### config.mk
export PLATFORM = sky130hd
export DESIGN_NAME = irq_prio_top
export DESIGN_NICKNAME = d
export VERILOG_FILES = /design/src/irq_prio_pkg.sv /design/src/prio_field_reg.sv /design/src/prio_arbiter.sv /design/src/irq_prio_top.sv
export VERILOG_INCLUDE_DIRS = /design/src
export SDC_FILE = /design/constraint.sdc
export NUM_CORES = 1
export LEC_CHECK = 0
export BUFFER_PORTS_ARGS = -buffer_cell sky130_fd_sc_hd__buf_2
export CAP_MARGIN = 5
export CORE_ASPECT_RATIO = 1.5
export CORE_UTILIZATION = 30
export CTS_CLUSTER_DIAMETER = 50
export DETAILED_ROUTE_END_ITERATION = 10
export GPL_TIMING_DRIVEN = 1
export HOLD_SLACK_MARGIN = 0.1
export PLACE_DENSITY = 0.47
export SYNTH_ARGS = -nofsm -noshare
export SYNTH_HDL_FRONTEND = slang
export SYNTH_SLANG_ARGS = --single-unit
export TNS_END_PERCENT = 20
### constraint.sdc
create_clock -name CLK_IN -period 57.9 [get_ports CLK_IN]
set_input_delay 2.895 -clock CLK_IN [delete_from_list [all_inputs] [get_ports CLK_IN]]
set_output_delay 2.895 -clock CLK_IN [all_outputs]
set_load 0.02 [all_outputs]
### src/irq_prio_map.svh
`ifndef IRQ_PRIO_MAP_SVH
`define IRQ_PRIO_MAP_SVH

// register indices on the plain port
`define PRIO_THREE_ADDR 3'h0
`define PRIO_FOUR_ADDR 3'h1
`define PRIO_FIVE_ADDR 3'h2
`define PRIO_SIX_ADDR 3'h3
`define PRIO_SEVEN_ADDR 3'h4
`define PRIO_STATUS_ADDR 3'h5

// field positions (low bit of each 3-bit field)
`define FIELD_HI_POS 12
`define FIELD_MH_POS 8
`define FIELD_ML_POS 4
`define FIELD_LO_POS 0

// per-register masks of implemented bits
`define PRIO_THREE_MASK 16'h0777
`define PRIO_FOUR_MASK 16'h7077
`define PRIO_FULL_MASK 16'h7777

// reset value of every implemented field: level 4
`define FIELD_RESET 3'h4
`define PRIO_THREE_RESET 16'h0444
`define PRIO_FOUR_RESET 16'h4044
`define PRIO_FULL_RESET 16'h4444

// codes
`define LEVEL_OFF 3'h0
`define LEVEL_MIN 3'h1
`define LEVEL_MAX 3'h7

`endif

### src/irq_prio_pkg.sv
package irq_prio_pkg;
    typedef logic [2:0] level_t;
    typedef logic [4:0] source_t;
    typedef logic [15:0] word_t;
    localparam int unsigned NUM_SOURCES = 18;
endpackage

### src/prio_field_reg.sv
`timescale 1ns/100ps
`include "irq_prio_map.svh"

// one 16-bit priority register with masked, write-ignoring storage
module prio_field_reg #(
    parameter logic [15:0] MASK = 16'h7777,
    parameter logic [15:0] RESET = 16'h4444
) (
    // clock and reset
    input wire logic clk_in,
    input wire logic nrst_in,
    // write side
    input wire logic wr_in,
    input wire logic [15:0] wdata_in,
    // stored value
    output logic [15:0] value_out
);
    logic [15:0] value_reg;

    // unimplemented bits never store, so they always read zero
    always_ff @(posedge clk_in)
    begin
        if (!nrst_in)
            value_reg <= RESET & MASK;
        else if (wr_in)
            value_reg <= wdata_in & MASK;
    end

    assign value_out = value_reg;
endmodule

### src/prio_arbiter.sv
`timescale 1ns/100ps

// picks highest nonzero level among pending enabled sources
module prio_arbiter (
    // per-source inputs
    input wire logic [17:0] req_in,
    input wire logic [53:0] levels_in,
    // winner
    output logic valid_out,
    output logic [4:0] id_out,
    output logic [2:0] level_out
);
    // lowest index wins ties; level zero never wins
    always_comb
    begin
        logic [2:0] lv;
        lv = 3'h0;
        valid_out = 1'b0;
        id_out = 5'h00;
        level_out = 3'h0;
        for (int i = 0; i < 18; i++)
        begin
            lv = levels_in[i*3 +: 3];
            if (req_in[i] && (lv > level_out))
            begin
                valid_out = 1'b1;
                id_out = 5'(i);
                level_out = lv;
            end
        end
    end
endmodule

### src/irq_prio_top.sv
`timescale 1ns/100ps
`include "irq_prio_map.svh"

// Behaviour
// - each source's priority field is three bits; 111 is level 7, highest
// - code 001 is level 1, lowest active; others map to their level
// - code 000 disables the source; it never requests the processor
// - unimplemented bits always read zero
// - every field resets to 100, level 4
// - register three: dma1 10-8, converter1 6-4, serial1 tx 2-0
// - register four: pin change 14-12, twowire master 6-4, slave 2-0
// - register five: capture8, capture7, converter2, ext irq1 high to low
// - register seven: serial2 tx, serial2 rx, ext irq2, timer5 high to low
module irq_prio_top (
    // clock and reset
    input wire logic CLK_IN,
    input wire logic NRST_IN,
    // register port
    input wire logic [2:0] ADDR_IN,
    input wire logic [15:0] WDATA_IN,
    input wire logic WR_IN,
    input wire logic RD_IN,
    output logic [15:0] RDATA_OUT,
    // request sources, pending and enabled, source order per level list
    input wire logic [17:0] REQ_IN,
    // request to processor
    output logic IRQ_OUT,
    output logic [4:0] IRQ_ID_OUT,
    output logic [2:0] IRQ_LEVEL_OUT,
    // per-source levels for downstream arbitration
    output logic [53:0] LEVELS_OUT
);
    localparam logic [15:0] MASKS [5] = '{`PRIO_THREE_MASK, `PRIO_FOUR_MASK,
        `PRIO_FULL_MASK, `PRIO_FULL_MASK, `PRIO_FULL_MASK};
    localparam logic [15:0] RESETS [5] = '{`PRIO_THREE_RESET, `PRIO_FOUR_RESET,
        `PRIO_FULL_RESET, `PRIO_FULL_RESET, `PRIO_FULL_RESET};

    irq_prio_pkg::word_t regs [5];
    logic [15:0] rdata_reg;
    logic [15:0] rdata_next;
    logic irq_reg;
    logic [4:0] id_reg;
    logic [2:0] level_reg;
    logic win_valid;
    logic [4:0] win_id;
    logic [2:0] win_level;
    logic [53:0] levels;
    logic [5:0] wr_sel;

    // decode of register index, used by the write path only; the read mux decodes ADDR_IN itself
    function automatic logic [5:0] sel_of(input logic [2:0] a);
        logic [5:0] s;
        s = 6'h00;
        if (a <= `PRIO_STATUS_ADDR)
            s[a] = 1'b1;
        return s;
    endfunction

    // one decode shared by all five write enables
    assign wr_sel = sel_of(ADDR_IN);

    // five priority registers, masked storage
    generate
        for (genvar g = 0; g < 5; g++)
        begin : g_reg
            prio_field_reg #(.MASK(MASKS[g]), .RESET(RESETS[g])) u_reg (
                .clk_in(CLK_IN),
                .nrst_in(NRST_IN),
                .wr_in(WR_IN && wr_sel[g]),
                .wdata_in(WDATA_IN),
                .value_out(regs[g])
            );
        end
    endgenerate

    // field placement per register
    assign levels[0*3 +: 3] = regs[0][`FIELD_MH_POS +: 3]; // dma_ch1_done_level
    assign levels[1*3 +: 3] = regs[0][`FIELD_ML_POS +: 3]; // converter1_done_level
    assign levels[2*3 +: 3] = regs[0][`FIELD_LO_POS +: 3]; // serial1_tx_level
    assign levels[3*3 +: 3] = regs[1][`FIELD_HI_POS +: 3]; // pin_change_level
    assign levels[4*3 +: 3] = regs[1][`FIELD_ML_POS +: 3]; // twowire1_master_level
    assign levels[5*3 +: 3] = regs[1][`FIELD_LO_POS +: 3]; // twowire1_slave_level
    assign levels[6*3 +: 3] = regs[2][`FIELD_HI_POS +: 3]; // capture8_level
    assign levels[7*3 +: 3] = regs[2][`FIELD_MH_POS +: 3]; // capture7_level
    assign levels[8*3 +: 3] = regs[2][`FIELD_ML_POS +: 3]; // converter2_done_level
    assign levels[9*3 +: 3] = regs[2][`FIELD_LO_POS +: 3]; // ext_irq1_level
    assign levels[10*3 +: 3] = regs[3][`FIELD_HI_POS +: 3]; // timer_four_level
    assign levels[11*3 +: 3] = regs[3][`FIELD_MH_POS +: 3]; // compare4_level
    assign levels[12*3 +: 3] = regs[3][`FIELD_ML_POS +: 3]; // compare3_level
    assign levels[13*3 +: 3] = regs[3][`FIELD_LO_POS +: 3]; // dma_ch2_done_level
    assign levels[14*3 +: 3] = regs[4][`FIELD_HI_POS +: 3]; // serial2_tx_level
    assign levels[15*3 +: 3] = regs[4][`FIELD_MH_POS +: 3]; // serial2_rx_level
    assign levels[16*3 +: 3] = regs[4][`FIELD_ML_POS +: 3]; // ext_irq2_level
    assign levels[17*3 +: 3] = regs[4][`FIELD_LO_POS +: 3]; // timer_five_level
    assign LEVELS_OUT = levels;

    // highest nonzero level wins; 000 never wins
    prio_arbiter u_arb (
        .req_in(REQ_IN),
        .levels_in(levels),
        .valid_out(win_valid),
        .id_out(win_id),
        .level_out(win_level)
    );

    // registered request output, one cycle behind the inputs
    always_ff @(posedge CLK_IN)
    begin
        if (!NRST_IN)
        begin
            irq_reg <= 1'b0;
            id_reg <= 5'h00;
            level_reg <= 3'h0;
        end
        else
        begin
            irq_reg <= win_valid;
            id_reg <= win_id;
            level_reg <= win_level;
        end
    end

    assign IRQ_OUT = irq_reg;
    assign IRQ_ID_OUT = id_reg;
    assign IRQ_LEVEL_OUT = level_reg;

    // read mux; stored zeros give zero unimplemented bits
    always_comb
    begin
        rdata_next = 16'h0000;
        case (ADDR_IN)
            `PRIO_THREE_ADDR: rdata_next = regs[0];
            `PRIO_FOUR_ADDR: rdata_next = regs[1];
            `PRIO_FIVE_ADDR: rdata_next = regs[2];
            `PRIO_SIX_ADDR: rdata_next = regs[3];
            `PRIO_SEVEN_ADDR: rdata_next = regs[4];
            `PRIO_STATUS_ADDR: rdata_next = {7'h00, irq_reg, id_reg, level_reg};
            default: rdata_next = 16'h0000;
        endcase
    end

    // read data valid only in cycle after strobe, zero otherwise
    always_ff @(posedge CLK_IN)
    begin
        if (!NRST_IN)
            rdata_reg <= 16'h0000;
        else if (RD_IN)
            rdata_reg <= rdata_next;
        else
            rdata_reg <= 16'h0000;
    end

    assign RDATA_OUT = rdata_reg;

    // assertions
    property p_reset_level;
        @(posedge CLK_IN) $rose(NRST_IN) |-> (regs[2] == 16'h4444 && regs[0] == 16'h0444);
    endproperty
    a_reset_level: assert property (p_reset_level)
        else $error("fields not level 4 after reset");

    property p_unimpl_zero;
        @(posedge CLK_IN) disable iff (!NRST_IN)
        RD_IN && ADDR_IN == `PRIO_THREE_ADDR |=> (RDATA_OUT & 16'hF888) == 16'h0000;
    endproperty
    a_unimpl_zero: assert property (p_unimpl_zero)
        else $error("unimplemented bit read one");

    property p_write_mask;
        @(posedge CLK_IN) disable iff (!NRST_IN)
        WR_IN && ADDR_IN == `PRIO_FOUR_ADDR |=> regs[1] == ($past(WDATA_IN) & 16'h7077);
    endproperty
    a_write_mask: assert property (p_write_mask)
        else $error("write not masked");

    property p_readback;
        @(posedge CLK_IN) disable iff (!NRST_IN)
        RD_IN && ADDR_IN == `PRIO_SIX_ADDR |=> RDATA_OUT == $past(regs[3]);
    endproperty
    a_readback: assert property (p_readback)
        else $error("readback mismatch");

    property p_disabled;
        @(posedge CLK_IN) disable iff (!NRST_IN)
        IRQ_OUT |-> IRQ_LEVEL_OUT != 3'h0;
    endproperty
    a_disabled: assert property (p_disabled)
        else $error("level zero source requested");

    property p_no_req;
        @(posedge CLK_IN) disable iff (!NRST_IN)
        REQ_IN == 18'h00000 |=> !IRQ_OUT;
    endproperty
    a_no_req: assert property (p_no_req)
        else $error("request without source");

    property p_highest;
        @(posedge CLK_IN) disable iff (!NRST_IN)
        REQ_IN[0] && levels[2:0] == 3'h7 |=> IRQ_OUT && IRQ_LEVEL_OUT == 3'h7;
    endproperty
    a_highest: assert property (p_highest)
        else $error("level 7 not presented");

    property p_min_level;
        @(posedge CLK_IN) disable iff (!NRST_IN)
        REQ_IN == 18'h00001 && levels[2:0] == 3'h1
            |=> IRQ_OUT && IRQ_ID_OUT == 5'h00 && IRQ_LEVEL_OUT == 3'h1;
    endproperty
    a_min_level: assert property (p_min_level)
        else $error("level 1 not presented");

    property p_field_map;
        @(posedge CLK_IN) disable iff (!NRST_IN)
        levels[3*3 +: 3] == regs[1][14:12] && levels[14*3 +: 3] == regs[4][14:12];
    endproperty
    a_field_map: assert property (p_field_map)
        else $error("field placement wrong");

    // every source switched off: pending requests must stay silent
    property p_off_silent;
        @(posedge CLK_IN) disable iff (!NRST_IN)
        REQ_IN != 18'h00000 && LEVELS_OUT == 54'h0 |=> !IRQ_OUT;
    endproperty
    a_off_silent: assert property (p_off_silent)
        else $error("disabled source requested");

    // each source's slice of the level bus against fixed register bits
    property p_place_three;
        @(posedge CLK_IN) disable iff (!NRST_IN)
        LEVELS_OUT[2:0] == regs[0][10:8]
            && LEVELS_OUT[5:3] == regs[0][6:4]
            && LEVELS_OUT[8:6] == regs[0][2:0];
    endproperty
    a_place_three: assert property (p_place_three)
        else $error("register three field misplaced");

    property p_place_four;
        @(posedge CLK_IN) disable iff (!NRST_IN)
        LEVELS_OUT[11:9] == regs[1][14:12]
            && LEVELS_OUT[14:12] == regs[1][6:4]
            && LEVELS_OUT[17:15] == regs[1][2:0];
    endproperty
    a_place_four: assert property (p_place_four)
        else $error("register four field misplaced");

    property p_place_five;
        @(posedge CLK_IN) disable iff (!NRST_IN)
        LEVELS_OUT[20:18] == regs[2][14:12]
            && LEVELS_OUT[23:21] == regs[2][10:8]
            && LEVELS_OUT[26:24] == regs[2][6:4]
            && LEVELS_OUT[29:27] == regs[2][2:0];
    endproperty
    a_place_five: assert property (p_place_five)
        else $error("register five field misplaced");

    property p_place_six;
        @(posedge CLK_IN) disable iff (!NRST_IN)
        LEVELS_OUT[32:30] == regs[3][14:12]
            && LEVELS_OUT[35:33] == regs[3][10:8]
            && LEVELS_OUT[38:36] == regs[3][6:4]
            && LEVELS_OUT[41:39] == regs[3][2:0];
    endproperty
    a_place_six: assert property (p_place_six)
        else $error("register six field misplaced");

    property p_place_seven;
        @(posedge CLK_IN) disable iff (!NRST_IN)
        LEVELS_OUT[44:42] == regs[4][14:12]
            && LEVELS_OUT[47:45] == regs[4][10:8]
            && LEVELS_OUT[50:48] == regs[4][6:4]
            && LEVELS_OUT[53:51] == regs[4][2:0];
    endproperty
    a_place_seven: assert property (p_place_seven)
        else $error("register seven field misplaced");

    // status and unmapped indices hold no storage; a write must move no level
    property p_status_ro;
        @(posedge CLK_IN) disable iff (!NRST_IN)
        WR_IN && ADDR_IN >= `PRIO_STATUS_ADDR |=> $stable(LEVELS_OUT);
    endproperty
    a_status_ro: assert property (p_status_ro)
        else $error("write to read-only index took effect");

    property p_rdata_idle;
        @(posedge CLK_IN) disable iff (!NRST_IN)
        !RD_IN |=> RDATA_OUT == 16'h0000;
    endproperty
    a_rdata_idle: assert property (p_rdata_idle)
        else $error("read data without a read");

    property p_status_read;
        @(posedge CLK_IN) disable iff (!NRST_IN)
        RD_IN && ADDR_IN == `PRIO_STATUS_ADDR
            |=> RDATA_OUT == {7'h00, $past(IRQ_OUT), $past(IRQ_ID_OUT), $past(IRQ_LEVEL_OUT)};
    endproperty
    a_status_read: assert property (p_status_read)
        else $error("status read differs from request outputs");

    property p_tie_low;
        @(posedge CLK_IN) disable iff (!NRST_IN)
        REQ_IN == 18'h3FFFF && LEVELS_OUT == {18{`LEVEL_MAX}} |=> IRQ_ID_OUT == 5'h00;
    endproperty
    a_tie_low: assert property (p_tie_low)
        else $error("tie not won by lowest source");

    // per-register checks, so a fault in any one register is caught
    generate
        for (genvar c = 0; c < 5; c++)
        begin : g_check
            property p_reset_each;
                @(posedge CLK_IN) $rose(NRST_IN) |-> regs[c] == RESETS[c];
            endproperty
            a_reset_each: assert property (p_reset_each)
                else $error("register not at reset value");

            property p_write_each;
                @(posedge CLK_IN) disable iff (!NRST_IN)
                WR_IN && ADDR_IN == 3'(c) |=> regs[c] == ($past(WDATA_IN) & MASKS[c]);
            endproperty
            a_write_each: assert property (p_write_each)
                else $error("register write lost or unmasked");

            property p_read_each;
                @(posedge CLK_IN) disable iff (!NRST_IN)
                RD_IN && ADDR_IN == 3'(c) |=> RDATA_OUT == $past(regs[c]);
            endproperty
            a_read_each: assert property (p_read_each)
                else $error("register read differs from contents");

            property p_zero_each;
                @(posedge CLK_IN) disable iff (!NRST_IN)
                RD_IN && ADDR_IN == 3'(c) |=> (RDATA_OUT & ~MASKS[c]) == 16'h0000;
            endproperty
            a_zero_each: assert property (p_zero_each)
                else $error("unimplemented bit read one");
        end
    endgenerate

    // main scenarios the bench should reach
    c_write: cover property (@(posedge CLK_IN) WR_IN ##1 RD_IN);
    c_irq: cover property (@(posedge CLK_IN) IRQ_OUT && IRQ_LEVEL_OUT == 3'h7);
    c_disable: cover property (@(posedge CLK_IN) REQ_IN != 18'h00000 ##1 !IRQ_OUT);
    c_tie: cover property (@(posedge CLK_IN) (REQ_IN == 18'h3FFFF) ##1 IRQ_OUT);
    c_second_reset: cover property (@(posedge CLK_IN) $rose(NRST_IN) ##1 RD_IN);
endmodule

**After elaboration in Yosys (flattened, before gate mapping)**

Index checks and enable logic that the tools add are counted.

- $lt $le $gt $ge: 21
- Equal/unequal tests: 5
- Multiplexer cells: 57
- Bitwise gates (word level): 1
- Reduce and logical (&&, ||, !) cells: 27

Operators with widths:

| kind | count |
|---|---|
| one-hot mux 15 bit (6 select lines) | 1 |
| 2-to-1 mux 3 bit | 22 |
| > comparator 3 bit | 17 |
| 2-to-1 mux 4 bit | 8 |
| logical AND 1 bit | 24 |
| 2-to-1 mux 1 bit | 20 |
| 2-to-1 mux 5 bit | 3 |
| == test 3 x 2 -> 1 bit (second input constant) | 2 |
| == test 3 bit (second input constant) | 2 |
| < comparator 3 x 4 -> 1 bit (second input constant) | 1 |
| 2-to-1 mux 2 bit | 2 |
| demux 1 bit (select 3 bit) | 1 |
| == test 3 x 1 -> 1 bit (second input constant) | 1 |
| greater-or-equal comparator 3 x 1 -> 1 bit (second input constant) | 1 |
| > comparator 3 x 1 -> 1 bit (second input constant) | 1 |
| less-or-equal comparator 3 bit (second input constant) | 1 |
| zero test 3 bit | 1 |
| OR reduction 3 bit | 1 |
| AND reduction 2 bit | 1 |
| inverter 1 bit | 1 |

- Register bits: 79
- Input port bits: 41
- Output and inout port bits: 79

**Depth between registers and ports, before layout**

- Word-level depth: 54
- Depth in mapped cells: 124
- Mapped depth without buffers: 123

**Modules after synthesis**

Synthesis repeated with hierarchy kept, for this count alone.

- Cells, all modules: 714
- Area, all modules: 6129.6 µm²

Modules (own cells, without submodules):

| module | times used | cells each | area an instance (µm²) | seq. area each (µm²) |
|---|---|---|---|---|
| prio_arbiter | 1 | 373 | 2479.9 | 0.0 |
| irq_prio_top | 1 | 140 | 1453.9 | 500.5 |
| prio_field_reg at g_reg[2].u_reg ... | 3 | 43 | 474.2 | 240.2 |
| prio_field_reg at g_reg[0].u_reg ... | 2 | 36 | 386.6 | 180.2 |

**Worst setup path after synthesis**

OpenSTA, ideal clock, no wires.

- Path kind: in2reg
- Start: in REQ_IN[0]
- End: reg irq_reg (netlist: IRQ_OUT)
- Library setup time: 138 ps
- Arrival time: 23847 ps
- Required time: 57762 ps
- Path slack: 33915 ps
- Stages: 118
- Path buffers: 1
- Path through: nand2_1 -> ha_1 -> nor2b_4 -> o31a_4 -> and2_2 -> mux2_2 -> ha_1 -> or2_2 -> a31o_2 -> nor2_1 -> a221o_2 -> nand2_1 -> mux2_2 -> ha_1 -> nor2_1 -> and2_2 -> a21oi_1 -> a211oi_1 -> (+82 left out) -> nand2_1 -> o21ai_0 -> ha_1 -> inv_1 -> a21oi_1 -> a21oi_1 -> maj3_1 -> and2_0 -> mux2i_1 -> ha_1 -> nor2b_1 -> o21ai_0 -> nand2b_1 -> nand3_1 -> nor2b_1 -> nand3_1 -> nor2_1 -> a41oi_1

- Longest elaborated chain between the ends: 53
- Elaborated cells between the ends (all ways): 70

RTL lines:

| item | RTL line | source |
|---|---|---|
| start, declared | irq_prio_top.sv:25 | `input wire logic [17:0] REQ_IN,` |
| logical AND 1 bit * | prio_arbiter.sv:24 | `if (req_in[i] && (lv > level_out))` |
| 2-to-1 mux 3 bit | prio_arbiter.sv:24 |  |
| > comparator 3 bit | prio_arbiter.sv:24 |  |
| logical AND 1 bit | prio_arbiter.sv:24 |  |
| 2-to-1 mux 3 bit | prio_arbiter.sv:24 |  |
| > comparator 3 bit | prio_arbiter.sv:24 |  |
| logical AND 1 bit | prio_arbiter.sv:24 |  |
| 2-to-1 mux 3 bit | prio_arbiter.sv:24 |  |
| (+37 left out) | - |  |
| logical AND 1 bit | prio_arbiter.sv:24 |  |
| 2-to-1 mux 3 bit | prio_arbiter.sv:24 |  |
| > comparator 3 bit | prio_arbiter.sv:24 |  |
| logical AND 1 bit | prio_arbiter.sv:24 |  |
| 2-to-1 mux 3 bit | prio_arbiter.sv:24 |  |
| > comparator 3 bit | prio_arbiter.sv:24 |  |
| logical AND 1 bit | prio_arbiter.sv:24 |  |
| 2-to-1 mux 1 bit * | prio_arbiter.sv:24 |  |
| end signal, assigned | irq_prio_top.sv:117 | `irq_reg <= win_valid;` |
| end, declared | irq_prio_top.sv:41 | `logic irq_reg;` |

Mark *: on every way between the ends. The rest lies on a longest branch, timed or not.
A chain may end at the register's enable or synchronous reset.

**Worst setup path after layout**

Ends and elaborated chain as after synthesis.

==> results.toml <==
[status]
outcome = "finished with violations"
violations = "design-rule violations"

[synthesis]
synth_top_area_frac = 0.285
yosysWarnings = 0
netlist_area_um2 = 5410
synth_area_leaders = "dfxtp_1 28%, nand2_1 11%, a21oi_1 6.5%"
synth_most_common_cell = "nand2_1"
synth-seq-cells = 77
ys_types = 93
netlist_top_cells_count = "162 x nand2_1, 77 x dfxtp_1, 70 x a21oi_1"
yosys.area.top_type = "dfxtp_1"
synthFlopType = "dfxtp_1"
async_flop_share = 0
avgSynthCellArea_um2 = 7.51
syn_inst = 721
synth_edf_count = 0
yosysSeqAreaShare = 0.285

[placement]
gp_congestion = 0.838
place_area_um2 = 6120
dpl.hpwl_um = 16700
numPlacedInstances = 1024
port_buffers = 113
pre_cts_ws_ps = 30800

[cells_and_area]
syn_to_final_growth_pct = 19.1
final-seq-area_um2 = 1540
final_nets = 885
multiInputGateArea_um2 = 3590
antenna_cells = 0
drive_gt1_frac = 0.229
final_cells = 1040
final_cell_area_um2 = 6450
fillers = 1858

[global_routing]
grt_overflow = 0
grt_first_pass_wirelength_um = 31400
grt_pass1_vias = 5450
antenna_found_initial = 1
gr-usage-all-layers = 0.221
grt_max_degree = 33

[power]
p_leak_uw = 0.00274
fin_total_pwr_uw = 176
vdd_drop_max_uv = 17.3
pwr_density_cell_nw_per_um2 = 27.3

[timing]
final_hold_viol_count = 0
drv_slew = 0
timing.final.crit_share = 0.462
worst_slack_ps = 31130
setup_tns_ps = 0
worst_slew_pin_slew_ps = 1180
fmax_mhz = 37.4
rsz0062_at_grt = "false"
finalCriticalPeriod_ps = 26770
skew_ps = 5.29
setup_viol = 0
slew_headroom = 0.207

[clock_tree]
ctsHoldBuffers = 0
clock_latency_ps = 340
htreeDepth = 3
cts_max_path_buffers = 2
clock_sinks = 77
post_cts_buffers = 0
clkTransAtPathRegs_ps = 60
cts_tree = "yes"
cts_resized = 0
cts_made_buffers = 9
cts-root-buf = "clkbuf_16"

[die]
fp.dieW_um = 112
ios = 120
core_area_um2 = 17500
die_h_um = 167
start_util = 0.309
num_rows = 59
dieArea_um2 = 18600

[setup_path]
max_stage_delay_ps = 970
cp_max_fo = 8
path_class = "in2reg"
worstPathArrival_ps = 26970
crit_top_cell = "nor2_1"
critPathLaunchType = "input port"
crit_required_ps = 58090
cp_slowest_cell = "o41ai_1"
endpoint_kind = "flop"

[routing]
drt-met1-wl_um = 8210
routed_via_density = 5.57
wl_per_cell_um = 20.0
first_iter_violations = 414
dr.pass1.iters = 8
postRouteWirelength_um = 20800
dr_wl_met2_um = 10900
dr_wl_met3_um = 993
highest_layer = "met4"
vias = 5795
drc = 7
drtAntennaViolNets = 0

[min_path]
hold_path.class = "reg2reg"

[flow_run]
maxCapViolations = 0
-- power breakdown --
part / leakage, µW / total, µW / internal, µW / switching (µW)
Sequential: 0.000626 / 59.8 / 56.3 / 3.50
Clock: 0.000158 / 60.9 / 38.8 / 22.1
Combinational: 0.00195 / 55.5 / 21.4 / 34.1
-- routing by layer --
layer  GRT usage  vias to the layer above
met5           0                        -
met4       0.100                        0
met3      0.0244                       36
met2       0.405                      194
met1       0.255                     2749
li1            -                     2816
-- critical path, delay by kind of cell --
kind	cells	cell delay, ps
simple gates	48	7310
buf+inv	3	240
fa+ha+maj	20	5690
mux	5	1560
compound gates	43	9230
-- per-stage QoR --
step                      utilization  hold slack [ps]
after floorplan                     -              546
after global placement          0.350              476
after detailed placement        0.350              485
after CTS                       0.369              493
after global routing            0.369              512
final                           0.369              490
-- layout by cell type (no fill, tap or decap), types with 4 or more instances in the layout --
master       n
a211oi_1    12
a21boi_0     4
a21o_1       7
a21oi_1     70
a22oi_1     16
a31oi_1     13
and2_1       7
and3_1       4
and3_2       4
buf_2      113
clkbuf_16    9
dfxtp_1     77
ha_1        22
inv_1       37
maj3_1       5
mux2_2       7
mux2i_1      7
nand2_1    162
nand3_1     28
nor2_1      60
nor3_1       8
o211ai_1     8
o21ai_0     23
o22a_1       7
o22ai_1      5
o31ai_1      5
or2_2        6
-- layout make-up --
cell class | count | share of cell area
multi-input cells | 581 | 0.557
flip-flops and latches | 77 | 0.239
repair buffers | 115 | 0.0900
well taps | 213 | 0.0413
clock buffers | 10 | 0.0371
inverters | 38 | 0.0221
clock inverters | 6 | 0.0134
-- final timing paths --
check	from	endpoint	slack, ps	cells past startpoint
worst min register to register	g_reg[1].u_reg.value_out[4]	g_reg[1].u_reg.value_out[4]	490	2
worst max register to register	g_reg[0].u_reg.value_out[9]	IRQ_OUT	33300	118
worst min-delay path	g_reg[1].u_reg.value_out[4]	g_reg[1].u_reg.value_out[4]	490	2
worst max-delay path	REQ_IN[0]	IRQ_OUT	31130	119
-- registers in the layout, indices dropped and copies added (netlist names) --
register           count
IRQ_OUT                1
IRQ_ID_OUT             5
g.u_reg.value_out     54
RDATA_OUT             14
IRQ_LEVEL_OUT          3
-- cell families (layout without fill, tap and decap cells) --
| logic type | count (synthesis) | after routing | share of synthesized area |
|---|---|---|---|
| mux | 18 | 18 | 0.0428 |
| fa+ha+maj | 28 | 28 | 0.0622 |
| flops | 77 | 77 | 0.285 |
| simple gates | 308 | 308 | 0.259 |
| other cells | 1 | 2 | 0.000693 |
| compound gates | 225 | 225 | 0.298 |
| buf+inv | 64 | 169 | 0.0527 |
No activity file was read; power rests on OpenSTA's default activity.
